--- src/rtl/lse_pkg.sv ---
// Shared constants, encodings and carrier types of the sequence engine
package lse_pkg;
  localparam int          CLK_HZ      = 100_000_000;
  localparam int          BASE_HZ     = 32768;
  localparam logic [11:0] TB_DIV      = 12'(CLK_HZ / BASE_HZ);
  localparam logic [14:0] INSTR_TICKS = 15'h0010;
  localparam logic [14:0] PRE0_DIV    = 15'h0010;
  localparam logic [14:0] PRE1_DIV    = 15'h0200;
  localparam logic [1:0]  TRIG_OUT_TK = 2'h3;
  localparam logic [1:0]  TRIG_IN_TK  = 2'h2;
  // Register indices; byte address is four times the index
  localparam logic [7:0]  IDX_ENABLE  = 8'h00;
  localparam logic [7:0]  IDX_CONFIG  = 8'h08;
  localparam logic [7:0]  IDX_PC0     = 8'h09;
  localparam logic [7:0]  IDX_STATUS  = 8'h0C;
  localparam logic [7:0]  IDX_PROG    = 8'h70;
  localparam logic [7:0]  IDX_PWM     = 8'h71;
  localparam int          EN_LOG_BIT  = 7;
  localparam int          CFG_INT_BIT = 0;
  localparam int          CFG_DET_BIT = 1;
  localparam int          PROG_CH_LSB = 20;
  localparam int          PROG_AD_LSB = 16;
  localparam logic [1:0]  RESP_OKAY   = 2'h0;
  localparam logic [1:0]  RESP_SLVERR = 2'h2;
  localparam logic [1:0]  RUN_HOLD    = 2'h0;
  localparam logic [1:0]  RUN_STEP    = 2'h1;
  localparam logic [1:0]  RUN_GO      = 2'h2;
  localparam logic [1:0]  RUN_ONCE    = 2'h3;

  typedef enum logic [2:0] {
    S_HOLD  = 3'h0,
    S_FHI   = 3'h1,
    S_FLO   = 3'h3,
    S_EXE   = 3'h2,
    S_TIME  = 3'h6,
    S_TWAIT = 3'h7
  } lse_state_t;

  typedef struct packed {
    logic        awvalid;
    logic [9:0]  awaddr;
    logic        wvalid;
    logic [31:0] wdata;
    logic [3:0]  wstrb;
    logic        bready;
    logic        arvalid;
    logic [9:0]  araddr;
    logic        rready;
  } lse_axi_req_t;

  typedef struct packed {
    logic        awready;
    logic        wready;
    logic        bvalid;
    logic [1:0]  bresp;
    logic        arready;
    logic        rvalid;
    logic [31:0] rdata;
    logic [1:0]  rresp;
  } lse_axi_rsp_t;

  typedef struct packed {
    lse_state_t        st;
    logic [3:0]        pc;
    logic [15:0]       ins;
    logic [14:0]       cnt;
    logic [7:0]        steps;
    logic [7:0]        pwm;
    logic [1:0]        run;
    logic [3:0]        lat;
    logic [15:0][5:0]  lpc;
    logic [15:0][15:0] mem;
  } lse_ch_t;

  typedef struct packed {
    lse_ch_t [2:0]   ch;
    lse_axi_rsp_t    rsp;
    logic            aw_have;
    logic            w_have;
    logic [9:0]      awaddr;
    logic [31:0]     wdata;
    logic [3:0]      wstrb;
    logic            log_en;
    logic            int_clk_en;
    logic            det_en;
    logic [2:0]      status;
    logic            int_n;
    logic [11:0]     tdiv;
    logic            ext_prev;
    logic [1:0]      tin_cnt;
    logic [1:0]      tout_cnt;
    logic            trig_oe;
    logic            trig_lvl;
    logic [7:0]      pcnt;
    logic [2:0][7:0] duty;
    logic [2:0]      led_on;
  } lse_top_t;
endpackage : lse_pkg

--- src/rtl/lse_engine.sv ---
// Three-channel LED sequence engine with AXI4-Lite register access
// Operation
// RQ1: all instruction timing runs from a 32768 Hz base tick
// RQ2: config bits choose internal or external base clock
// RQ3: ramp fields: prescale, six-bit step time, sign, seven-bit increment
// RQ4: prescale 0 divides base by 16, prescale 1 by 512
// RQ5: step lasts step time times tick; step time zero means set PWM
// RQ6: ramp starts at current PWM, one count per step
// RQ7: increment plus one steps; increment zero is a pure wait
// RQ8: PWM saturates at 0 or 255, remaining time still spent
// RQ9: log enable bit selects logarithmic or linear brightness curve
// RQ10: set PWM loads bits 7:0 and takes sixteen base cycles
// RQ11: all-zero word jumps to location 0, sixteen base cycles
// RQ12: program memory resets to zero, i.e. go to start
// RQ13: branch loads step number into PC, sixteen base cycles
// RQ14: branch is 101 with loop count 12:7 and target 3:0
// RQ15: branch repeats loop count times; zero loops forever
// RQ16: every branch keeps its own loop counter, unlimited nesting
// RQ17: end stops channel, clears PC, run field to hold
// RQ18: three independent channels sharing one trigger fabric
// RQ19: brightness is an 8-bit PWM value, 256 levels
// RQ20: trigger is 111, wait mask 12:7, send mask 6:1
// RQ21: end with int sets status and pulls interrupt low; reset zeroes PWM
// RQ22: triggers latched; wait stalls until all masked arrive, then clears
// RQ23: PC wraps from 15 to 0
// RQ24: exhausted loop counter reloads when branch falls through
// RQ25: instruction fetched as two bytes, high first, then decoded
`timescale 1ns/1ps
module lse_engine (
  input  wire logic                  aclk,
  input  wire logic                  aresetn,
  input  wire lse_pkg::lse_axi_req_t axi_req,
  output lse_pkg::lse_axi_rsp_t      axi_rsp,
  input  wire logic                  ext_timebase_input,
  input  wire logic                  trig_in_n,
  output logic                       trig_out_n,
  output logic                       trig_oe,
  output logic                       int_n,
  output logic [2:0][7:0]            led_duty,
  output logic [2:0]                 led_on
);
  lse_pkg::lse_top_t r;
  lse_pkg::lse_top_t n;

  ////////////////////////////////////////////////////////////////////////////
  // RQ4: prescale divider
  function automatic logic [14:0] step_period(input logic [15:0] i);
    step_period = 15'(i[13:8] * (i[14] ? lse_pkg::PRE1_DIV
                                       : lse_pkg::PRE0_DIV));
  endfunction : step_period

  // Squared curve stands in for a log table; cheap and monotonic
  function automatic logic [7:0] curve(input logic [7:0] p,
                                       input logic       lg);
    logic [16:0] sq;
    sq = 17'(p * p) + 17'h000FF;
    curve = lg ? sq[15:8] : p;
  endfunction : curve

  function automatic logic is_ramp(input logic [15:0] i);
    is_ramp = !i[15] && (i[13:8] != 6'h00);
  endfunction : is_ramp

  ////////////////////////////////////////////////////////////////////////////
  always_comb begin
    logic            tick;
    logic            ext_evt;
    logic [2:0][3:0] snd;
    logic [2:0]      st_set;
    logic [2:0]      st_clr;
    logic [15:0]     ins;
    logic [3:0]      seq_pc;
    logic [3:0]      wm;
    logic [5:0]      lc;
    logic [1:0]      wch;
    logic [7:0]      idx;
    logic            done;
    tick    = 1'b0;
    ext_evt = 1'b0;
    snd     = '0;
    st_set  = '0;
    st_clr  = '0;
    ins     = '0;
    seq_pc  = '0;
    wm      = '0;
    lc      = '0;
    wch     = '0;
    idx     = '0;
    done    = 1'b0;
    n       = r;

    // RQ2: clock select
    if (!r.int_clk_en && r.det_en) begin
      tick = ext_timebase_input && !r.ext_prev;
    end else begin
      // RQ1: internal base tick
      tick = (r.tdiv == 12'h000);
    end
    n.ext_prev = ext_timebase_input;
    n.tdiv = (r.tdiv == 12'h000) ? 12'(lse_pkg::TB_DIV - 12'h001)
                                 : 12'(r.tdiv - 12'h001);

    // Own pulse is masked so a sender never sees its own trigger
    if (tick) begin
      if (!trig_in_n && !r.trig_oe) begin
        if (r.tin_cnt != lse_pkg::TRIG_IN_TK) begin
          n.tin_cnt = 2'(r.tin_cnt + 2'h1);
        end
        ext_evt = (r.tin_cnt == 2'(lse_pkg::TRIG_IN_TK - 2'h1));
      end else begin
        n.tin_cnt = 2'h0;
      end
    end
    if (tick && r.tout_cnt != 2'h0) begin
      n.tout_cnt = 2'(r.tout_cnt - 2'h1);
    end

    // RQ20: send masks, bit 3 is the external pin
    for (int s = 0; s < 3; s++) begin
      if (r.ch[s].st == lse_pkg::S_EXE && r.ch[s].ins[15:13] == 3'h7) begin
        snd[s] = {r.ch[s].ins[6], r.ch[s].ins[3:1]};
      end
    end
    if (snd[0][3] || snd[1][3] || snd[2][3]) begin
      n.tout_cnt = lse_pkg::TRIG_OUT_TK;
    end

    ////////////////////////////////////////////////////////////////////////
    // AXI4-Lite slave
    if (axi_req.awvalid && r.rsp.awready) begin
      n.aw_have = 1'b1;
      n.awaddr  = axi_req.awaddr;
    end
    if (axi_req.wvalid && r.rsp.wready) begin
      n.w_have = 1'b1;
      n.wdata  = axi_req.wdata;
      n.wstrb  = axi_req.wstrb;
    end
    if (r.rsp.bvalid && axi_req.bready) begin
      n.rsp.bvalid = 1'b0;
    end
    if (r.aw_have && r.w_have) begin
      n.aw_have     = 1'b0;
      n.w_have      = 1'b0;
      n.rsp.bvalid  = 1'b1;
      n.rsp.bresp   = lse_pkg::RESP_OKAY;
      idx = r.awaddr[9:2];
      if (idx == lse_pkg::IDX_ENABLE) begin
        if (r.wstrb[0]) begin
          n.log_en = r.wdata[lse_pkg::EN_LOG_BIT];
          for (int c = 0; c < 3; c++) begin
            n.ch[c].run = r.wdata[5 - 2 * c -: 2];
          end
        end
      end else if (idx == lse_pkg::IDX_CONFIG) begin
        if (r.wstrb[0]) begin
          n.int_clk_en = r.wdata[lse_pkg::CFG_INT_BIT];
          n.det_en     = r.wdata[lse_pkg::CFG_DET_BIT];
        end
      end else if (idx >= lse_pkg::IDX_PC0 &&
                   idx < lse_pkg::IDX_STATUS) begin
        wch = 2'(idx - lse_pkg::IDX_PC0);
        // PC is only writable while its channel is stopped
        if (r.wstrb[0] && r.ch[wch].st == lse_pkg::S_HOLD) begin
          n.ch[wch].pc = r.wdata[3:0];
        end
      end else if (idx == lse_pkg::IDX_STATUS) begin
        n.rsp.bresp = lse_pkg::RESP_OKAY;
      end else if (idx == lse_pkg::IDX_PROG) begin
        wch = r.wdata[lse_pkg::PROG_CH_LSB +: 2];
        if (r.wstrb[2:0] == 3'h7 && wch != 2'h3 &&
            r.ch[wch].st == lse_pkg::S_HOLD) begin
          n.ch[wch].mem[r.wdata[lse_pkg::PROG_AD_LSB +: 4]] =
            r.wdata[15:0];
        end
      end else begin
        n.rsp.bresp = lse_pkg::RESP_SLVERR;
      end
    end
    n.rsp.awready = !n.aw_have && !n.rsp.bvalid;
    n.rsp.wready  = !n.w_have && !n.rsp.bvalid;

    if (r.rsp.rvalid && axi_req.rready) begin
      n.rsp.rvalid = 1'b0;
    end
    if (axi_req.arvalid && r.rsp.arready) begin
      n.rsp.rvalid = 1'b1;
      n.rsp.rresp  = lse_pkg::RESP_OKAY;
      n.rsp.rdata  = 32'h00000000;
      idx = axi_req.araddr[9:2];
      if (idx == lse_pkg::IDX_ENABLE) begin
        n.rsp.rdata[7:0] = {r.log_en, 1'b0, r.ch[0].run, r.ch[1].run,
                            r.ch[2].run};
      end else if (idx == lse_pkg::IDX_CONFIG) begin
        n.rsp.rdata[1:0] = {r.det_en, r.int_clk_en};
      end else if (idx >= lse_pkg::IDX_PC0 &&
                   idx < lse_pkg::IDX_STATUS) begin
        n.rsp.rdata[3:0] = r.ch[2'(idx - lse_pkg::IDX_PC0)].pc;
      end else if (idx == lse_pkg::IDX_STATUS) begin
        n.rsp.rdata[2:0] = r.status;
        // RQ21: read clears
        st_clr = 3'h7;
      end else if (idx == lse_pkg::IDX_PROG) begin
        n.rsp.rdata[8:0] = {r.ch[2].st, r.ch[1].st, r.ch[0].st};
      end else if (idx == lse_pkg::IDX_PWM) begin
        n.rsp.rdata[23:0] = {r.ch[2].pwm, r.ch[1].pwm, r.ch[0].pwm};
      end else begin
        n.rsp.rresp = lse_pkg::RESP_SLVERR;
      end
    end
    n.rsp.arready = !n.rsp.rvalid;

    ////////////////////////////////////////////////////////////////////////
    // RQ18: per-channel engines, hardware wins over bus writes
    for (int c = 0; c < 3; c++) begin
      ins    = r.ch[c].ins;
      // RQ23: four-bit PC wraps 15 to 0
      seq_pc = (r.ch[c].run == lse_pkg::RUN_ONCE) ? r.ch[c].pc
                                                  : 4'(r.ch[c].pc + 4'h1);
      wm     = {ins[12], ins[9:7]};
      lc     = ins[12:7];
      done   = 1'b0;
      case (r.ch[c].st)
        lse_pkg::S_HOLD: begin
          if (n.ch[c].run != lse_pkg::RUN_HOLD) begin
            n.ch[c].st = lse_pkg::S_FHI;
          end
        end
        // RQ25: high byte first
        lse_pkg::S_FHI: begin
          n.ch[c].ins[15:8] = r.ch[c].mem[r.ch[c].pc][15:8];
          n.ch[c].st = lse_pkg::S_FLO;
        end
        lse_pkg::S_FLO: begin
          n.ch[c].ins[7:0] = r.ch[c].mem[r.ch[c].pc][7:0];
          n.ch[c].st = lse_pkg::S_EXE;
        end
        lse_pkg::S_EXE: begin
          n.ch[c].st  = lse_pkg::S_TIME;
          n.ch[c].cnt = lse_pkg::INSTR_TICKS;
          n.ch[c].pc  = seq_pc;
          if (!ins[15]) begin
            if (ins[13:8] == 6'h00) begin
              if (ins[14]) begin
                // RQ10: set PWM
                n.ch[c].pwm = ins[7:0];
              end else begin
                // RQ11: go to start
                n.ch[c].pc = 4'h0;
              end
            end else begin
              // RQ3: ramp decode
              // RQ5: step period
              n.ch[c].cnt   = step_period(ins);
              // RQ7: increment plus one
              n.ch[c].steps = 8'({1'b0, ins[6:0]} + 8'h01);
            end
          end else if (ins[14:13] == 2'h1) begin
            // RQ14: branch decode
            // RQ15: zero loops forever
            if (lc == 6'h00 || r.ch[c].lpc[r.ch[c].pc] < lc) begin
              // RQ13: jump to step number
              n.ch[c].pc = ins[3:0];
              if (lc != 6'h00) begin
                // RQ16: per-branch counter
                n.ch[c].lpc[r.ch[c].pc] =
                  6'(r.ch[c].lpc[r.ch[c].pc] + 6'h01);
              end
            end else begin
              // RQ24: reload on fall-through
              n.ch[c].lpc[r.ch[c].pc] = 6'h00;
            end
          end else if (ins[14:13] == 2'h2) begin
            // RQ17: end
            n.ch[c].pc  = 4'h0;
            n.ch[c].run = lse_pkg::RUN_HOLD;
            // RQ21: int and reset bits
            st_set[c] = ins[12];
            if (ins[11]) begin
              n.ch[c].pwm = 8'h00;
            end
          end
        end
        lse_pkg::S_TIME: begin
          if (tick) begin
            n.ch[c].cnt = 15'(r.ch[c].cnt - 15'h0001);
            if (r.ch[c].cnt <= 15'h0001) begin
              if (is_ramp(ins)) begin
                // RQ6: one count per step
                // RQ8: hold at the limits
                if (ins[6:0] != 7'h00) begin
                  if (!ins[7] && r.ch[c].pwm != 8'hFF) begin
                    n.ch[c].pwm = 8'(r.ch[c].pwm + 8'h01);
                  end else if (ins[7] && r.ch[c].pwm != 8'h00) begin
                    n.ch[c].pwm = 8'(r.ch[c].pwm - 8'h01);
                  end
                end
                n.ch[c].steps = 8'(r.ch[c].steps - 8'h01);
                n.ch[c].cnt   = step_period(ins);
                done = (r.ch[c].steps <= 8'h01);
              end else if (ins[15:13] == 3'h7) begin
                n.ch[c].st = lse_pkg::S_TWAIT;
              end else begin
                done = 1'b1;
              end
            end
          end
        end
        lse_pkg::S_TWAIT: begin
          // RQ22: stall until all masked triggers latched
          if ((r.ch[c].lat & wm) == wm) begin
            n.ch[c].lat = r.ch[c].lat & ~wm;
            done = 1'b1;
          end
        end
        default: n.ch[c].st = lse_pkg::S_HOLD;
      endcase
      // RQ22: latch incoming triggers, arrival beats the clear
      n.ch[c].lat = n.ch[c].lat |
                    {ext_evt, snd[2][c], snd[1][c], snd[0][c]};
      if (done) begin
        if (n.ch[c].run == lse_pkg::RUN_GO) begin
          n.ch[c].st = lse_pkg::S_FHI;
        end else begin
          n.ch[c].st  = lse_pkg::S_HOLD;
          n.ch[c].run = lse_pkg::RUN_HOLD;
        end
      end
    end

    // RQ21: set wins over read clear
    n.status   = (r.status & ~st_clr) | st_set;
    n.int_n    = !(|n.status);
    n.trig_oe  = (n.tout_cnt != 2'h0);
    n.trig_lvl = 1'b0;
    // RQ19: 8-bit PWM, 256 levels
    n.pcnt = 8'(r.pcnt + 8'h01);
    for (int c = 0; c < 3; c++) begin
      // RQ9: curve select
      n.duty[c]   = curve(r.ch[c].pwm, r.log_en);
      n.led_on[c] = (r.duty[c] > r.pcnt);
    end
  end

  always_ff @(posedge aclk) begin
    if (!aresetn) begin
      // RQ12: memory words clear to go-to-start
      r       <= '0;
      r.int_n <= 1'b1;
    end else begin
      r <= n;
    end
  end

  assign axi_rsp    = r.rsp;
  assign trig_out_n = r.trig_lvl;
  assign trig_oe    = r.trig_oe;
  assign int_n      = r.int_n;
  assign led_duty   = r.duty;
  assign led_on     = r.led_on;

  ////////////////////////////////////////////////////////////////////////////
  logic        c0_exe;
  logic [15:0] c0_word;
  assign c0_exe  = (r.ch[0].st == lse_pkg::S_EXE);
  assign c0_word = r.ch[0].mem[r.ch[0].pc];
endmodule : lse_engine

--- config.mk ---
export PLATFORM = sky130hd
export DESIGN_NAME = lse_engine
export DESIGN_NICKNAME = d
export VERILOG_FILES = /design/src/rtl/lse_pkg.sv /design/src/rtl/lse_engine.sv
export SDC_FILE = /design/constraint.sdc
export NUM_CORES = 2
export LEC_CHECK = 0
export BUFFER_PORTS_ARGS = -buffer_cell sky130_fd_sc_hd__buf_2
export CORE_MARGIN = 2
export CORE_UTILIZATION = 63
export CTS_CLUSTER_DIAMETER = 50
export CTS_CLUSTER_SIZE = 28
export DETAILED_ROUTE_END_ITERATION = 7
export PLACE_DENSITY = 0.87
export SYNTH_ARGS = -nofsm -noshare
export SYNTH_HDL_FRONTEND = slang
export SYNTH_SLANG_ARGS = --single-unit
--- constraint.sdc ---
create_clock -name aclk -period 5.95 [get_ports aclk]
set_clock_uncertainty 0.1 [all_clocks]
set_input_delay 1.19 -clock aclk [delete_from_list [all_inputs] [get_ports aclk]]
set_output_delay 1.19 -clock aclk [all_outputs]
set_load 0.01 [all_outputs]
==> results.sh <==
export IMPL_dp_hpwl_um=131000
export IMPL_insertion_delay_ps=750
export IMPL_drc=24
export IMPL_critPathArrivalTime_ps=5980
export IMPL_layout_commonest_cell="dfxtp_1"
export IMPL_maxCapViolCount=0
export IMPL_synth_seq_cells=1362
export IMPL_final_cell_count_no_fill=8682
export IMPL_grt_pass1_wl_um=313000
export IMPL_path_class="register to register"
export IMPL_stdcell_area_um2=73400
export IMPL_finalSetupViolations=0
export IMPL_synth_edff_count=0
export IMPL_die_h_um=334
export IMPL_finalHoldViolCount=0
export IMPL_syn_avg_cell_area_um2=9.18
export IMPL_htreeDepth=3
export IMPL_area_growth_pct=7.20
export IMPL_finalSetupTns_ps=0
export IMPL_place_gp_congestion=0.978
export IMPL_status="finished with violations"
export IMPL_syn_area_um2=68500
export IMPL_p_leak_nw=27.0
export IMPL_start_util=0.638
export IMPL_cts_sinks=1362
export IMPL_synth_cell_types=96
export IMPL_violations="design-rule violations"
export IMPL_portBuffers=109
export IMPL_num_vias=59700
export IMPL_layout_common_cells="1338 x dfxtp_1, 1195 x nor2_1, 660 x a22oi_1"
export IMPL_layout_drive_gt1_share=0.122
export IMPL_cts_setup_buffers=0
export IMPL_synthCells=7456
export IMPL_dp_cells=8461
export IMPL_grt_pass1_vias=57200
export IMPL_rsz0062_at_grt="no"
export IMPL_slew_headroom=0.126
export IMPL_fin_crit_sh=0.916
export IMPL_synth_ff_type="dfxtp_1"
export IMPL_p_per_area_nw_per_um2=249
export IMPL_fmax_ghz=0.184
export IMPL_synth_top_cell_area_share=0.398
export IMPL_crit_fanout=15
export IMPL_drv_slew=0
export IMPL_cp_start_kind="register"
export IMPL_clk_pin_slew_ps=60
export IMPL_hp_class="register to register"
export IMPL_nets=7515
export IMPL_wl_per_cell_um=23.1
export IMPL_coreArea_um2=107000
export IMPL_cts_hold_buf=0
export IMPL_antenna_left=0
export IMPL_finalCriticalPeriod_ps=5450
export IMPL_cts_tree="yes"
export IMPL_dieArea_um2=111000
export IMPL_firstDrtPassIters=8
export IMPL_grt_antenna_before_repair=5
export IMPL_fin_ws_ps=502
export IMPL_worst_pin_slew_ps=1300
export IMPL_grt_max_degree=245
export IMPL_final_core_util=0.684
export IMPL_end_kind="register"
export IMPL_cts_root_buf="clkbuf_16"
export IMPL_globalRouteOverflowTotal=0
export IMPL_grt_use_total=0.348
export IMPL_cp_required_ps=6480
export IMPL_place_area_um2=69200
export IMPL_yosysTopAreaCell="dfxtp_1"
export IMPL_dp_slack_ps=567
export IMPL_viasPerCell=6.87
export IMPL_drt_iter0_drc=9019
export IMPL_fp_row_count=120
export IMPL_clockBufferDepth=3
export IMPL_cts_inserted_buffers=115
export IMPL_post_cts_resized=0
export IMPL_yosys_warnings=0
export IMPL_wirelength_um=201000
export IMPL_yosysSeqAreaShare=0.398
export IMPL_vdd_drop_max_uv=376
export IMPL_ys_async_sr_fraction=0
export IMPL_die_w_um=334
export IMPL_io_pins=136
export IMPL_synth_area_leaders="dfxtp_1 40%, mux4_2 10%, a22oi_1 7.2%"
[cell families (layout without fill, tap and decap cells)]
logic type                 count (synthesis)  in the layout  share of synthesized area
xor gates and xnor gates                 105            105                     0.0134
buffers and inverters                    957            768                     0.0584
muxes                                    616            616                      0.148
DFF                                     1362           1362                      0.398
other                                      1             13                  0.0000548
adders and majority gates                275            275                     0.0598
AOI/OAI and AO/OA                       1677           1677                      0.164
and+or+nand+nor                         2463           2463                      0.158
[final cells by class]
type                       instances  area, µm²
clock buffer                     131       3070
fill                            7696      34000
multi-input combinational       5147      37300
antenna                            2       5.00
timing repair buffer             275       1860
inverter                         274       1040
clock inverter                    88       1090
tap                             1403       1760
sequential                      1362      27300
[synth_stat cells, types with 56 or more instances]
| cell | count |
|---|---|
| a21oi_1 | 342 |
| a22oi_1 | 660 |
| a31oi_1 | 56 |
| and2_1 | 66 |
| buf_2 | 72 |
| buf_4 | 83 |
| clkbuf_1 | 482 |
| dfxtp_1 | 1362 |
| fa_1 | 87 |
| ha_1 | 188 |
| inv_1 | 271 |
| mux2i_1 | 293 |
| mux4_2 | 315 |
| nand2_1 | 539 |
| nand3_1 | 265 |
| nor2_1 | 1197 |
| nor3_1 | 99 |
| o21ai_0 | 206 |
| xnor2_1 | 70 |
[sequential cells by signal (all words and copies together) (netlist names)]
| name | flops |
|---|---|
| r | 1302 |
| axi_rsp | 31 |
| led_duty | 24 |
| led_on | 3 |
| int_n | 1 |
| trig_oe | 1 |
[metal layers]
layer / wire length (µm) / track usage
met1: 74800 / 0.458
met2: 90900 / 0.545
met3: 25500 / 0.0847
met4: 9290 / 0.159
met5: 41 / 0
[final timing paths]
check	endpoint	cells after the start	slack, ps	from
setup / recovery	led_duty[7]	17	500	r[513]
hold / removal	r[42]	1	340	r[42]
setup reg to reg	led_duty[7]	17	500	r[513]
hold reg to reg	r[42]	1	340	r[42]
[metrics by stage]
stage	power (mW)	hold slack (ps)
floorplan	10.0	308
global placement	10.2	325
detailed placement	10.2	328
CTS	18.3	338
global route	18.7	365
finish	18.3	337
[power breakdown]
part	total, mW	leakage [nW]	internal (mW)	switching [mW]
Clock	8.22	2.01	4.18	4.04
Sequential	9.28	11.0	9.16	0.119
Combinational	0.750	14.0	0.206	0.544
Total	18.3	27.0	13.6	4.71
[critical path, stage by stage (launching register included)]
cell and delay [ps]:
dfxtp_1 680, inv_1 280, nor2_1 290, inv_1 100
fa_1 400, inv_1 80, fa_1 450, fa_1 550
inv_1 50, fa_1 470, inv_1 40, ha_1 290
nand3_1 80, a21oi_1 250, nor4_1 130, o41ai_1 670
a221oi_1 210, a311oi_1 240
Power figures use the tool's default switching activity.
